File: src/pkg/mmbd_defs.vh
`ifndef MMBD_DEFS_VH
`define MMBD_DEFS_VH
// ****************************************
// Address map
// ****************************************
`define MMBD_BANK_LOW_STROBE       17'h0FFF0
`define MMBD_BANK_HIGH_STROBE      17'h0FFF1
`define MMBD_BANK_HIGH_ON_ACCESS   17'h0FFFE
`define MMBD_PROG_HIGH_BASE        17'h18000
`define MMBD_PROG_LOW_BASE         17'h08000
`define MMBD_NVRAM_BASE_A          17'h07000
`define MMBD_NVRAM_BASE_B          17'h06000
// ****************************************
// Field positions and sizes
// ****************************************
`define MMBD_PROG_BANK_BIT         15
`define MMBD_NVRAM_BLOCK_BITS      12
`define MMBD_NVRAM_BLOCK_BASE      15'h7000
// ****************************************
// Reset values and part sizes
// ****************************************
`define MMBD_BANK_RESET            1'b1
`define MMBD_PART_32K              2'h0
`define MMBD_PART_64K              2'h1
`define MMBD_PART_128K             2'h2
`define MMBD_PART_DEFAULT          2'h2
// ****************************************
// Timing
// ****************************************
`define MMBD_SYNC_STAGES           2
`endif

File: src/hw/mmbd_decoder.v
`timescale 1ns/1ps
`include "mmbd_defs.vh"
// Summary of operation
// - Program memory is seen through two 32K windows, 18000-1FFFF and 08000-0FFFF, both reaching the bank the latch selects.
// - A write to FFF0 drives the bank latch low, a write to FFF1 or any access to FFFE drives it high.
// - The program part decode is strapped for a 32K or 64K part; the 128K strap, the default, decodes the same as 64K.
// - A switch places the 4K non-volatile block at 7000-7FFF or at 6000-6FFF.
// - Both switch positions reach the same physical 4K region of the non-volatile part.
// - The non-volatile part is a 32K device needing no battery circuitry.
// - Every device is selected by a complete decode of the address bus; only program memory appears twice, in its two windows.
// - Data lines are three-state and released whenever the module is not addressed.
// - Writes are inhibited while power is failing so stored contents are not corrupted.
// - Serial port four, power-fail, reset and restart-timer lines pass through to the option connector outputs.
module mmbd_decoder #(
    parameter ADDR_W = 17,
    parameter DATA_W = 8
) (
    input  wire              clock_in,
    input  wire              rstn_in,
    input  wire [ADDR_W-1:0] addr_in,
    input  wire [DATA_W-1:0] host_data_in,
    input  wire              host_rw_in,
    input  wire              host_strobe_in,
    input  wire [1:0]        part_size_in,
    input  wire              nvram_map_sel_in,
    input  wire              power_fail_n_in,
    input  wire              power_restore_reset_n_in,
    input  wire              restart_timer_out_in,
    input  wire              serial4_txd_in,
    input  wire [DATA_W-1:0] prog_data_in,
    input  wire [DATA_W-1:0] nvram_data_in,
    output reg  [DATA_W-1:0] host_data_out,
    output reg               host_data_oe_out,
    output reg               prog_sel_n_out,
    output reg  [16:0]       prog_addr_out,
    output reg               nvram_sel_n_out,
    output reg               nvram_we_n_out,
    output reg  [14:0]       nvram_addr_out,
    output reg  [DATA_W-1:0] nvram_data_out,
    output reg               module_present_out,
    output reg               option_power_fail_n_out,
    output reg               option_reset_n_out,
    output reg               option_restart_timer_out,
    output reg               option_serial4_txd_out,
    output reg               bank_out
);
    // ****************************************
    // Input synchronisers
    // ****************************************
    // Bus and straps come from another domain, so two flops each
    localparam SW = ADDR_W + DATA_W + 9;
    wire [SW-1:0] raw_bus = {addr_in, host_data_in, host_rw_in, host_strobe_in, part_size_in,
                             nvram_map_sel_in, power_fail_n_in, power_restore_reset_n_in,
                             restart_timer_out_in, serial4_txd_in};
    reg  [SW-1:0] sync_a;
    reg  [SW-1:0] sync_b;
    always @(posedge clock_in or negedge rstn_in) begin
        if (!rstn_in) begin
            sync_a <= {SW{1'b0}};
            sync_b <= {SW{1'b0}};
        end else begin
            sync_a <= raw_bus;
            sync_b <= sync_a;
        end
    end
    wire [ADDR_W-1:0] addr      = sync_b[SW-1 -: ADDR_W];
    wire [DATA_W-1:0] wdata     = sync_b[9 +: DATA_W];
    wire              rw        = sync_b[8];
    wire              strobe    = sync_b[7];
    wire [1:0]        part_size = sync_b[6:5];
    wire              map_sel   = sync_b[4];
    wire              pfail_n   = sync_b[3];
    wire              reset_n   = sync_b[2];
    wire              rtimer    = sync_b[1];
    wire              txd4      = sync_b[0];

    // ****************************************
    // Address decode
    // ****************************************
    // Full compare against every address bit, never a partial decode
    function is_exact;
        input [ADDR_W-1:0] a;
        input [ADDR_W-1:0] ref_addr;
        begin
            is_exact = (a == ref_addr);
        end
    endfunction

    function in_block;
        input [ADDR_W-1:0] a;
        input [ADDR_W-1:0] base;
        input integer      bits;
        reg   [ADDR_W-1:0] mask;
        begin
            mask     = ~(({{(ADDR_W-1){1'b0}}, 1'b1} << bits) - {{(ADDR_W-1){1'b0}}, 1'b1});
            in_block = ((a & mask) == base);
        end
    endfunction

    wire hit_lo_s  = is_exact(addr, `MMBD_BANK_LOW_STROBE);
    wire hit_hi_s  = is_exact(addr, `MMBD_BANK_HIGH_STROBE);
    wire hit_hi_a  = is_exact(addr, `MMBD_BANK_HIGH_ON_ACCESS);
    wire hit_ctl   = hit_lo_s || hit_hi_s || hit_hi_a;
    wire hit_high  = in_block(addr, `MMBD_PROG_HIGH_BASE, 15);
    wire hit_low   = in_block(addr, `MMBD_PROG_LOW_BASE, 15);
    wire hit_prog  = (hit_high || hit_low) && !hit_ctl;
    wire hit_nvram = map_sel ? in_block(addr, `MMBD_NVRAM_BASE_B, `MMBD_NVRAM_BLOCK_BITS)
                             : in_block(addr, `MMBD_NVRAM_BASE_A, `MMBD_NVRAM_BLOCK_BITS);

    // ****************************************
    // Bank latch
    // ****************************************
    reg strobe_d;
    reg bank;
    reg next_bank;
    wire strobe_rise = strobe && !strobe_d;
    always @* begin
        next_bank = bank;
        if (strobe_rise && !rw && hit_lo_s) begin
            next_bank = 1'b0;
        end else if (strobe_rise && !rw && hit_hi_s) begin
            next_bank = 1'b1;
        end else if (strobe_rise && hit_hi_a) begin
            next_bank = 1'b1;
        end
    end

    // Program address bit 15 depends on strapped part size, bit 16 stays 0
    reg [16:0] next_prog_addr;
    always @* begin
        next_prog_addr = {2'b00, addr[14:0]};
        if (part_size == `MMBD_PART_64K) begin
            next_prog_addr[15] = next_bank;
        end else if (part_size == `MMBD_PART_32K) begin
            next_prog_addr[15] = 1'b0;
        end else begin
            next_prog_addr[16] = 1'b0;
            next_prog_addr[15] = next_bank;
        end
    end

    // ****************************************
    // Shared qualifiers
    // ****************************************
    // Writes blocked while power-fail or reset low protect the part
    wire write_ok  = pfail_n && reset_n;
    wire selected  = hit_prog || hit_nvram;
    wire prog_acc  = strobe && hit_prog;
    wire nvram_acc = strobe && hit_nvram;
    wire nvram_wr  = nvram_acc && !rw && write_ok;
    wire host_read = strobe && rw && selected;

    // ****************************************
    // Bank latch registers
    // ****************************************
    always @(posedge clock_in or negedge rstn_in) begin
        if (!rstn_in) begin
            strobe_d <= 1'b0;
        end else begin
            strobe_d <= strobe;
        end
    end

    always @(posedge clock_in or negedge rstn_in) begin
        if (!rstn_in) begin
            bank <= `MMBD_BANK_RESET;
        end else begin
            bank <= next_bank;
        end
    end

    always @(posedge clock_in or negedge rstn_in) begin
        if (!rstn_in) begin
            bank_out <= `MMBD_BANK_RESET;
        end else begin
            bank_out <= next_bank;
        end
    end

    // ****************************************
    // Program memory outputs
    // ****************************************
    always @(posedge clock_in or negedge rstn_in) begin
        if (!rstn_in) begin
            prog_sel_n_out <= 1'b1;
        end else begin
            prog_sel_n_out <= !prog_acc;
        end
    end

    always @(posedge clock_in or negedge rstn_in) begin
        if (!rstn_in) begin
            prog_addr_out <= 17'h00000;
        end else begin
            prog_addr_out <= next_prog_addr;
        end
    end

    // ****************************************
    // Non-volatile memory outputs
    // ****************************************
    always @(posedge clock_in or negedge rstn_in) begin
        if (!rstn_in) begin
            nvram_sel_n_out <= 1'b1;
        end else begin
            nvram_sel_n_out <= !nvram_acc;
        end
    end

    // One block of the 32K part whatever the map position
    always @(posedge clock_in or negedge rstn_in) begin
        if (!rstn_in) begin
            nvram_addr_out <= 15'h0000;
        end else begin
            nvram_addr_out <= `MMBD_NVRAM_BLOCK_BASE | {3'b000, addr[11:0]};
        end
    end

    always @(posedge clock_in or negedge rstn_in) begin
        if (!rstn_in) begin
            nvram_we_n_out <= 1'b1;
        end else begin
            nvram_we_n_out <= !nvram_wr;
        end
    end

    always @(posedge clock_in or negedge rstn_in) begin
        if (!rstn_in) begin
            nvram_data_out <= {DATA_W{1'b0}};
        end else begin
            nvram_data_out <= wdata;
        end
    end

    // ****************************************
    // Host data bus
    // ****************************************
    // Drive only while addressed, otherwise the bus is left to others
    always @(posedge clock_in or negedge rstn_in) begin
        if (!rstn_in) begin
            host_data_oe_out <= 1'b0;
        end else begin
            host_data_oe_out <= host_read;
        end
    end

    always @(posedge clock_in or negedge rstn_in) begin
        if (!rstn_in) begin
            host_data_out <= {DATA_W{1'b0}};
        end else begin
            host_data_out <= hit_nvram ? nvram_data_in : prog_data_in;
        end
    end

    // ****************************************
    // Presence flag and pass-through lines
    // ****************************************
    always @(posedge clock_in or negedge rstn_in) begin
        if (!rstn_in) begin
            module_present_out <= 1'b0;
        end else begin
            module_present_out <= 1'b1;
        end
    end

    always @(posedge clock_in or negedge rstn_in) begin
        if (!rstn_in) begin
            option_power_fail_n_out <= 1'b0;
        end else begin
            option_power_fail_n_out <= pfail_n;
        end
    end

    always @(posedge clock_in or negedge rstn_in) begin
        if (!rstn_in) begin
            option_reset_n_out <= 1'b0;
        end else begin
            option_reset_n_out <= reset_n;
        end
    end

    always @(posedge clock_in or negedge rstn_in) begin
        if (!rstn_in) begin
            option_restart_timer_out <= 1'b1;
        end else begin
            option_restart_timer_out <= rtimer;
        end
    end

    always @(posedge clock_in or negedge rstn_in) begin
        if (!rstn_in) begin
            option_serial4_txd_out <= 1'b1;
        end else begin
            option_serial4_txd_out <= txd4;
        end
    end
endmodule // mmbd_decoder

File: config.mk
export PLATFORM = sky130hd
export DESIGN_NAME = mmbd_decoder
export DESIGN_NICKNAME = d
export VERILOG_FILES = /design/src/hw/mmbd_decoder.v
export VERILOG_INCLUDE_DIRS = /design/src /design/src/pkg
export SDC_FILE = /design/constraint.sdc
export NUM_CORES = 1
export LEC_CHECK = 0
export ABC_AREA = 1
export ABC_CLOCK_PERIOD_IN_PS = 2400
export BUFFER_PORTS_ARGS = -buffer_cell sky130_fd_sc_hd__buf_2
export CAP_MARGIN = 20
export CORE_MARGIN = 3
export CORE_UTILIZATION = 52
export DETAILED_ROUTE_END_ITERATION = 10
export GPL_TIMING_DRIVEN = 0
export MAX_ROUTING_LAYER = met4
export PLACE_DENSITY = 0.82
export REMOVE_ABC_BUFFERS = 1
export SLEW_MARGIN = 15
export SYNTH_ARGS = -nofsm -noshare
export SYNTH_HDL_FRONTEND = slang
export SYNTH_SLANG_ARGS = --single-unit
File: constraint.sdc
create_clock -name clock_in -period 2.4 [get_ports clock_in]
set_input_delay 0.24 -clock clock_in [delete_from_list [all_inputs] [get_ports clock_in]]
set_output_delay 0.24 -clock clock_in [all_outputs]
set_load 0.005 [all_outputs]
==> results of run 1 <==
==> synthesized netlist by cell type, drive strengths merged <==
cell	instances
buf	16
conb	2
dfrtp	105
dfstp	6
inv	13
nand2	40
nand3	8
nand4	1
nor2	17
nor3	2
o21bai	1
xor2	1
==> timing repair <==
item	4_1_cts	5_1_grt
resized for setup	0	0
endpoints found under the hold margin	78	0
hold buffers	35	0
==> where the power goes <==
part | internal [mW] | switching [mW] | leakage, nW
clock network | 0.455 | 0.622 | 0.100
registers | 1.96 | 0.0371 | 1.29
logic | 0.113 | 0.0974 | 0.808
==> kinds of logic after synthesis <==
kind of cell    Yosys count
simple gates             68
buf+inv                  29
compound gates            1
xor+xnor                  1
flops                   111
other cells               2
==> per-layer routing <==
layer	part of all wire [%]	wire length, um	up-vias	global-route usage, %
li1	-	-	899	-
met1	36	2187	940	20.68
met2	56	3394	68	33.69
met3	4.8	292	17	4.951
met4	3.2	193	0	10.22
met5	0	0	-	-
==> worst reg2reg max path: cells and delay by family (launching register included) <==
kind | cells | cell delay (ps)
AND/OR/NAND/NOR | 8 | 740
flip-flops | 1 | 370
buffers and inverters | 1 | 70
==> path summary, 6_finish.rpt <==
check	startpoint	to	cells after the start
worst min register to register	sync_a[5]	sync_b[5]	0
worst max-delay path	sync_b[22]	host_data_oe_out	9
min in group asynchronous	rstn_in	sync_b[14]	2
worst max register to register	sync_b[22]	host_data_oe_out	9
worst min-delay path	nvram_data_in[2]	host_data_out[2]	3
max in group asynchronous	rstn_in	bank_out	3
==> sequential cells by signal, indices dropped and copies added (netlist names), 4 cells and up <==
name and count:
sync_a 34, sync_b 34, nvram_addr_out 12, host_data_out 8, nvram_data_out 8, prog_addr_out 4
==> layout make-up <==
class | instances | area [um2]
well taps | 75 | 93.84
inverters | 13 | 48.80
clock buffers | 11 | 151.4
multi-input cells | 72 | 326.6
fillers | 387 | 1648
flip-flops and latches | 111 | 2785
repair buffers | 144 | 924.6
clock inverters | 5 | 47.55
==> per-stage QoR <==
stage,util [%],cells
after floorplan,-,196
after global placement,62.98,379
after detailed placement,63.54,380
after CTS,72.65,431
after global routing,72.65,431
final,72.65,431
==> results_dict.tcl, run 1 <==
set metrics [dict create \
    io-pin-count 110 \
    cts_tree "yes" \
    total_power_mw 3.288 \
    syn_inst 212 \
    cts-htree-levels 3 \
    peakVddDrop_mv 0.5846 \
    ant_nets 0 \
    wire_per_inst_um 14.08 \
    synth-compound-area-share_pct 0.2288 \
    reg2reg_slack_ps 1120 \
    powerDensity_nw_per_um2 751.1 \
    fin_skew_ps 8.302 \
    cts.sinks 111 \
    cp_num_buf_inv 1 \
    antenna_cells 0 \
    viasPerCell 4.464 \
    dieArea_um2 7298 \
    drt_wl_total_um 6068 \
    synth-seq-area-share_pct 84.90 \
    dpl.hpwl_um 3786 \
    synth-simple-area-share_pct 9.230 \
    area_delta_synth_final_pct 33.45 \
    rows 28 \
    synth_top_family_by_area "simple AND/OR/NAND/NOR gates" \
    grt_util_all_layers_pct 19.58 \
    vias 1924 \
    end_kind "flip-flop" \
    cts_buffers 9 \
    maxCapViolations 0 \
    grt-ovfl-total 0 \
    firstDrtPassIters 2 \
    root_buffer "clkbuf_8" \
    fp.coreArea_um2 6026 \
    syn-cell-area_um2 3281 \
    grt_max_degree 63 \
    fin_setup_tns_ps 0 \
    critPathMaxFanout 3 \
    rsz0062_at_grt "false" \
    start_kind "flip-flop" \
    grt_first_pass_wirelength_um 10230 \
    finalHoldWorstSlack_ps 67.01 \
    clockBufferDepth 2 \
    fmax_mhz 781.2 \
    leakage_nw 2.199 \
    syn_avg_cell_area_um2 15.47 \
    synth-seq-cells 111 \
    finalHoldViolCount 0 \
    final.period_utilization_pct 53.34 \
    grt_pass1_vias 2193 \
    hold_path.class "input pin to flip-flop" \
    pre_cts_ws_ps 1164 \
    setup_violations 0 \
    crit_arrival_ps 1540 \
    final_common_cell "buf_2" \
    finalMaxSlewViolations 0 \
    drive_above_1_share_pct 40.17 \
    criticalPathCategory "flip-flop to flip-flop" \
    period_needed_ps 1280 \
    synth_top_area_share_pct 80.09 \
    nets 403 \
    yosys.area_share.xor_xnor_pct 0.2670 \
    worst_slack_ps 1120 \
    drtIter0Drc 92 \
    design_area_um2 4378 \
    drc 0 \
    portBuffers 108 \
    start_util_pct 54.44 \
    antenna_found_initial 0 \
    worst_ep_required_time_ps 2660 \
    crit_family "simple AND/OR/NAND/NOR gates" \
    yosys_warnings 0 \
    cts_setup_buffers 0 \
    synth_adder_area_share_pct 0 \
    muxShareOfSynthArea_pct 0 \
    cp_slowest_stage_delay_ps 370 \
    cp_slowest_cell "dfrtp_1" \
    die_w_um 85.43 \
    synth_area_leaders "dfrtp_1, dfstp_2, nand2_1, buf_4, nor2_1" \
    synth_cell_type_count 18 \
    clk_latency_ps 360 \
    die_h_um 85.43 \
    synth_top_cell_by_area "dfrtp_1" \
    layout.cells.most_common_list "buf_2, dfrtp_1, nand2_1, dlygate4sd3_1, nor2_1" \
    crit_chain "nand2_1, nor2_2, inv_2, nor2_1, nand2_1, nand2_1, nor2_1, nor2_2, nor2_2" \
    outcome "finished, final reports clean" \
    placed_cell_area_um2 3829 \
    clk_pin_slew_worst_paths_ps 100 \
    gp_congestion 0.7960 \
]
Power figures use the tool's default switching activity.
==> inputs of run 2 (changes only) <==
Settings changed: ABC_CLOCK_PERIOD_IN_PS 2400 to 1220, CORE_UTILIZATION 52 to 49, PLACE_DENSITY 0.82 to 0.78.
Clock period 2.4 ns to 1.22 ns, I/O delays scaled along.
==> run 2 against run 1 <==
Effect of this change:
- the run now ends with setup timing left
- clock skew is 10 ps higher
- combinational power is 130% higher
- non-clock buffer count is 19 higher
- worst hold slack better by 160 ps
- final cell count is 5.1% higher
- largest power group unchanged
- routed wire length is 16% higher
==> results_dict.tcl, run 2 (synthesis gave the netlist of run 1 again) <==
set metrics [dict create \
    outcome "finished, violations left" \
    violations "setup timing" \
    worst_slack_ps -38.45 \
    fmax_mhz 794.6 \
    grt_first_pass_wirelength_um 10850 \
    nets 422 \
    grt_max_degree 74 \
    rr_startpoint "sync_b[33]" \
    period_needed_ps 1258 \
    design_area_um2 4618 \
    grt_util_all_layers_pct 20.18 \
    powerDensity_nw_per_um2 1450 \
    rsz0062_at_grt "true" \
    drtIter0Drc 163 \
    setup_violations 1 \
    wire_per_inst_um 15.56 \
    drive_above_1_share_pct 41.60 \
    end_kind "flip-flop" \
    leakage_nw 2.291 \
    root_buffer "clkbuf_8" \
    cts-htree-levels 3 \
    peakVddDrop_mv 1.060 \
    placed_cell_area_um2 3831 \
    start_util_pct 51.08 \
    crit_arrival_ps 1510 \
    cts_tree "yes" \
    grt-ovfl-total 0 \
    drc 0 \
    met2_length_um 4173 \
    drt_wl_total_um 7048 \
    die_h_um 87.83 \
    fin_setup_tns_ps -38.45 \
    vias 2048 \
    cts_buffers 9 \
    post_layout_nonfiller_instances 453 \
    critPathMaxFanout 4 \
    clk_pin_slew_worst_paths_ps 120 \
    area_delta_synth_final_pct 40.77 \
    firstDrtPassIters 4 \
    dpl.hpwl_um 3750 \
    reg.largest.list "sync_a (34), sync_b (34), nvram_addr_out (12)" \
    clockBufferDepth 2 \
    finalHoldViolCount 0 \
    layout.cells.most_common_list "buf_2, dfrtp_1, dlygate4sd3_1, nand2_1, inv_1" \
    cts.sinks 111 \
    criticalPathCategory "flip-flop to flip-flop" \
    io-pin-count 110 \
    fp.coreArea_um2 6422 \
    final_common_cell "buf_2" \
    viasPerCell 4.521 \
    final_util_pct 71.91 \
    top_layer "met4" \
    r2r-end "host_data_oe_out" \
    final.period_utilization_pct 103.2 \
    start_kind "flip-flop" \
    r2r_cells 8 \
    gp_congestion 0.7937 \
    reg2reg_slack_ps -40 \
    rows 29 \
    ant_nets 0 \
    maxCapViolations 0 \
    dieArea_um2 7713 \
    worst_ep_required_time_ps 1470 \
    die_w_um 87.83 \
    wl_met3_um 275 \
    fin_skew_ps 18.69 \
    wirelength_met1_um 2487 \
    grt_pass1_vias 2206 \
    antenna_found_initial 1 \
    clk_latency_ps 360 \
    dpl.cell_count 382 \
    portBuffers 108 \
    finalMaxSlewViolations 0 \
    hold_path.class "input pin to async pin" \
]
==> run 2: changes by cell type in the layout (fill, tap and decap cells not counted), moves of 2 or more <==
| cell | previous run | this run |
|---|---|---|
| buf_4 | 0 | 3 |
| clkbuf_8 | 11 | 9 |
| dlygate4sd3_1 | 35 | 51 |
| nand2_1 | 38 | 35 |
| nand2_2 | 2 | 4 |
| nor2_1 | 12 | 7 |
| nor2_2 | 4 | 8 |
==> run 2: report_power, final <==
part	switching [mW]	internal (mW)	total (mW)	leakage, nW
logic	0.218	0.264	0.481	0.901
clock network	1.28	0.994	2.27	0.100
registers	0.0786	3.86	3.94	1.29
total	1.57	5.12	6.69	2.29
==> run 2: worst max-delay path by stage <==
stage	startpoint	end	slack, ps	cells after the start
6_report	sync_b[33]	host_data_oe_out	-40	8
5_1_grt	sync_b[33]	host_data_oe_out	-150	8
4_1_cts	sync_b[33]	host_data_out[2]	-8	5
3_5_place_dp	sync_b[33]	host_data_oe_out	-30	8
3_3_place_gp	rstn_in	sync_a[9]	-1040	1
2_1_floorplan	sync_b[33]	host_data_oe_out	130	8
==> run 2: worst max-delay path: stages, from the launching register on <==
cell and delay (ps):
dfrtp_2 470, nor2_2 150, nand3_2 110, nor2_4 110, nand2_2 60, nand2_1 80
nor2_2 50, nor2_2 90, nor2_2 40
==> run 2: per-layer routing <==
| layer | vias to the layer above | track usage (%) |
|---|---|---|
| met5 | - | - |
| met1 | 1029 | 21.33 |
| met4 | 0 | 8.368 |
| li1 | 940 | - |
| met2 | 71 | 35.89 |
| met3 | 8 | 4.892 |
==> run 2: per-stage QoR <==
step	power, mW	worst slack (ps)	hold WS [ps]
4_1_cts	6.680	-8.237	211.4
3_5_place_dp	4.335	-31.81	41.62
6_report	6.694	-38.45	230.6
2_1_floorplan	4.055	131.9	-173.6
5_1_grt	6.988	-152.5	248.5
3_3_place_gp	4.298	-1039	229.4
==> run 2: layout make-up <==
class,instances,area [um2]
diodes,1,2.502
clock buffers,9,123.9
clock inverters,7,85.08
fillers,412,1804
inverters,13,48.80
multi-input cells,72,367.9
flip-flops and latches,111,2786
well taps,77,96.34
repair buffers,163,1107
==> run 2: repair_timing <==
item	4_1_cts	5_1_grt
gates resized for setup	3	10
setup buffers	1	2
hold buffers	51	0
setup endpoints to repair	2	14
pin swaps	3	6
gates cloned	0	0
endpoints found under the hold margin	80	0
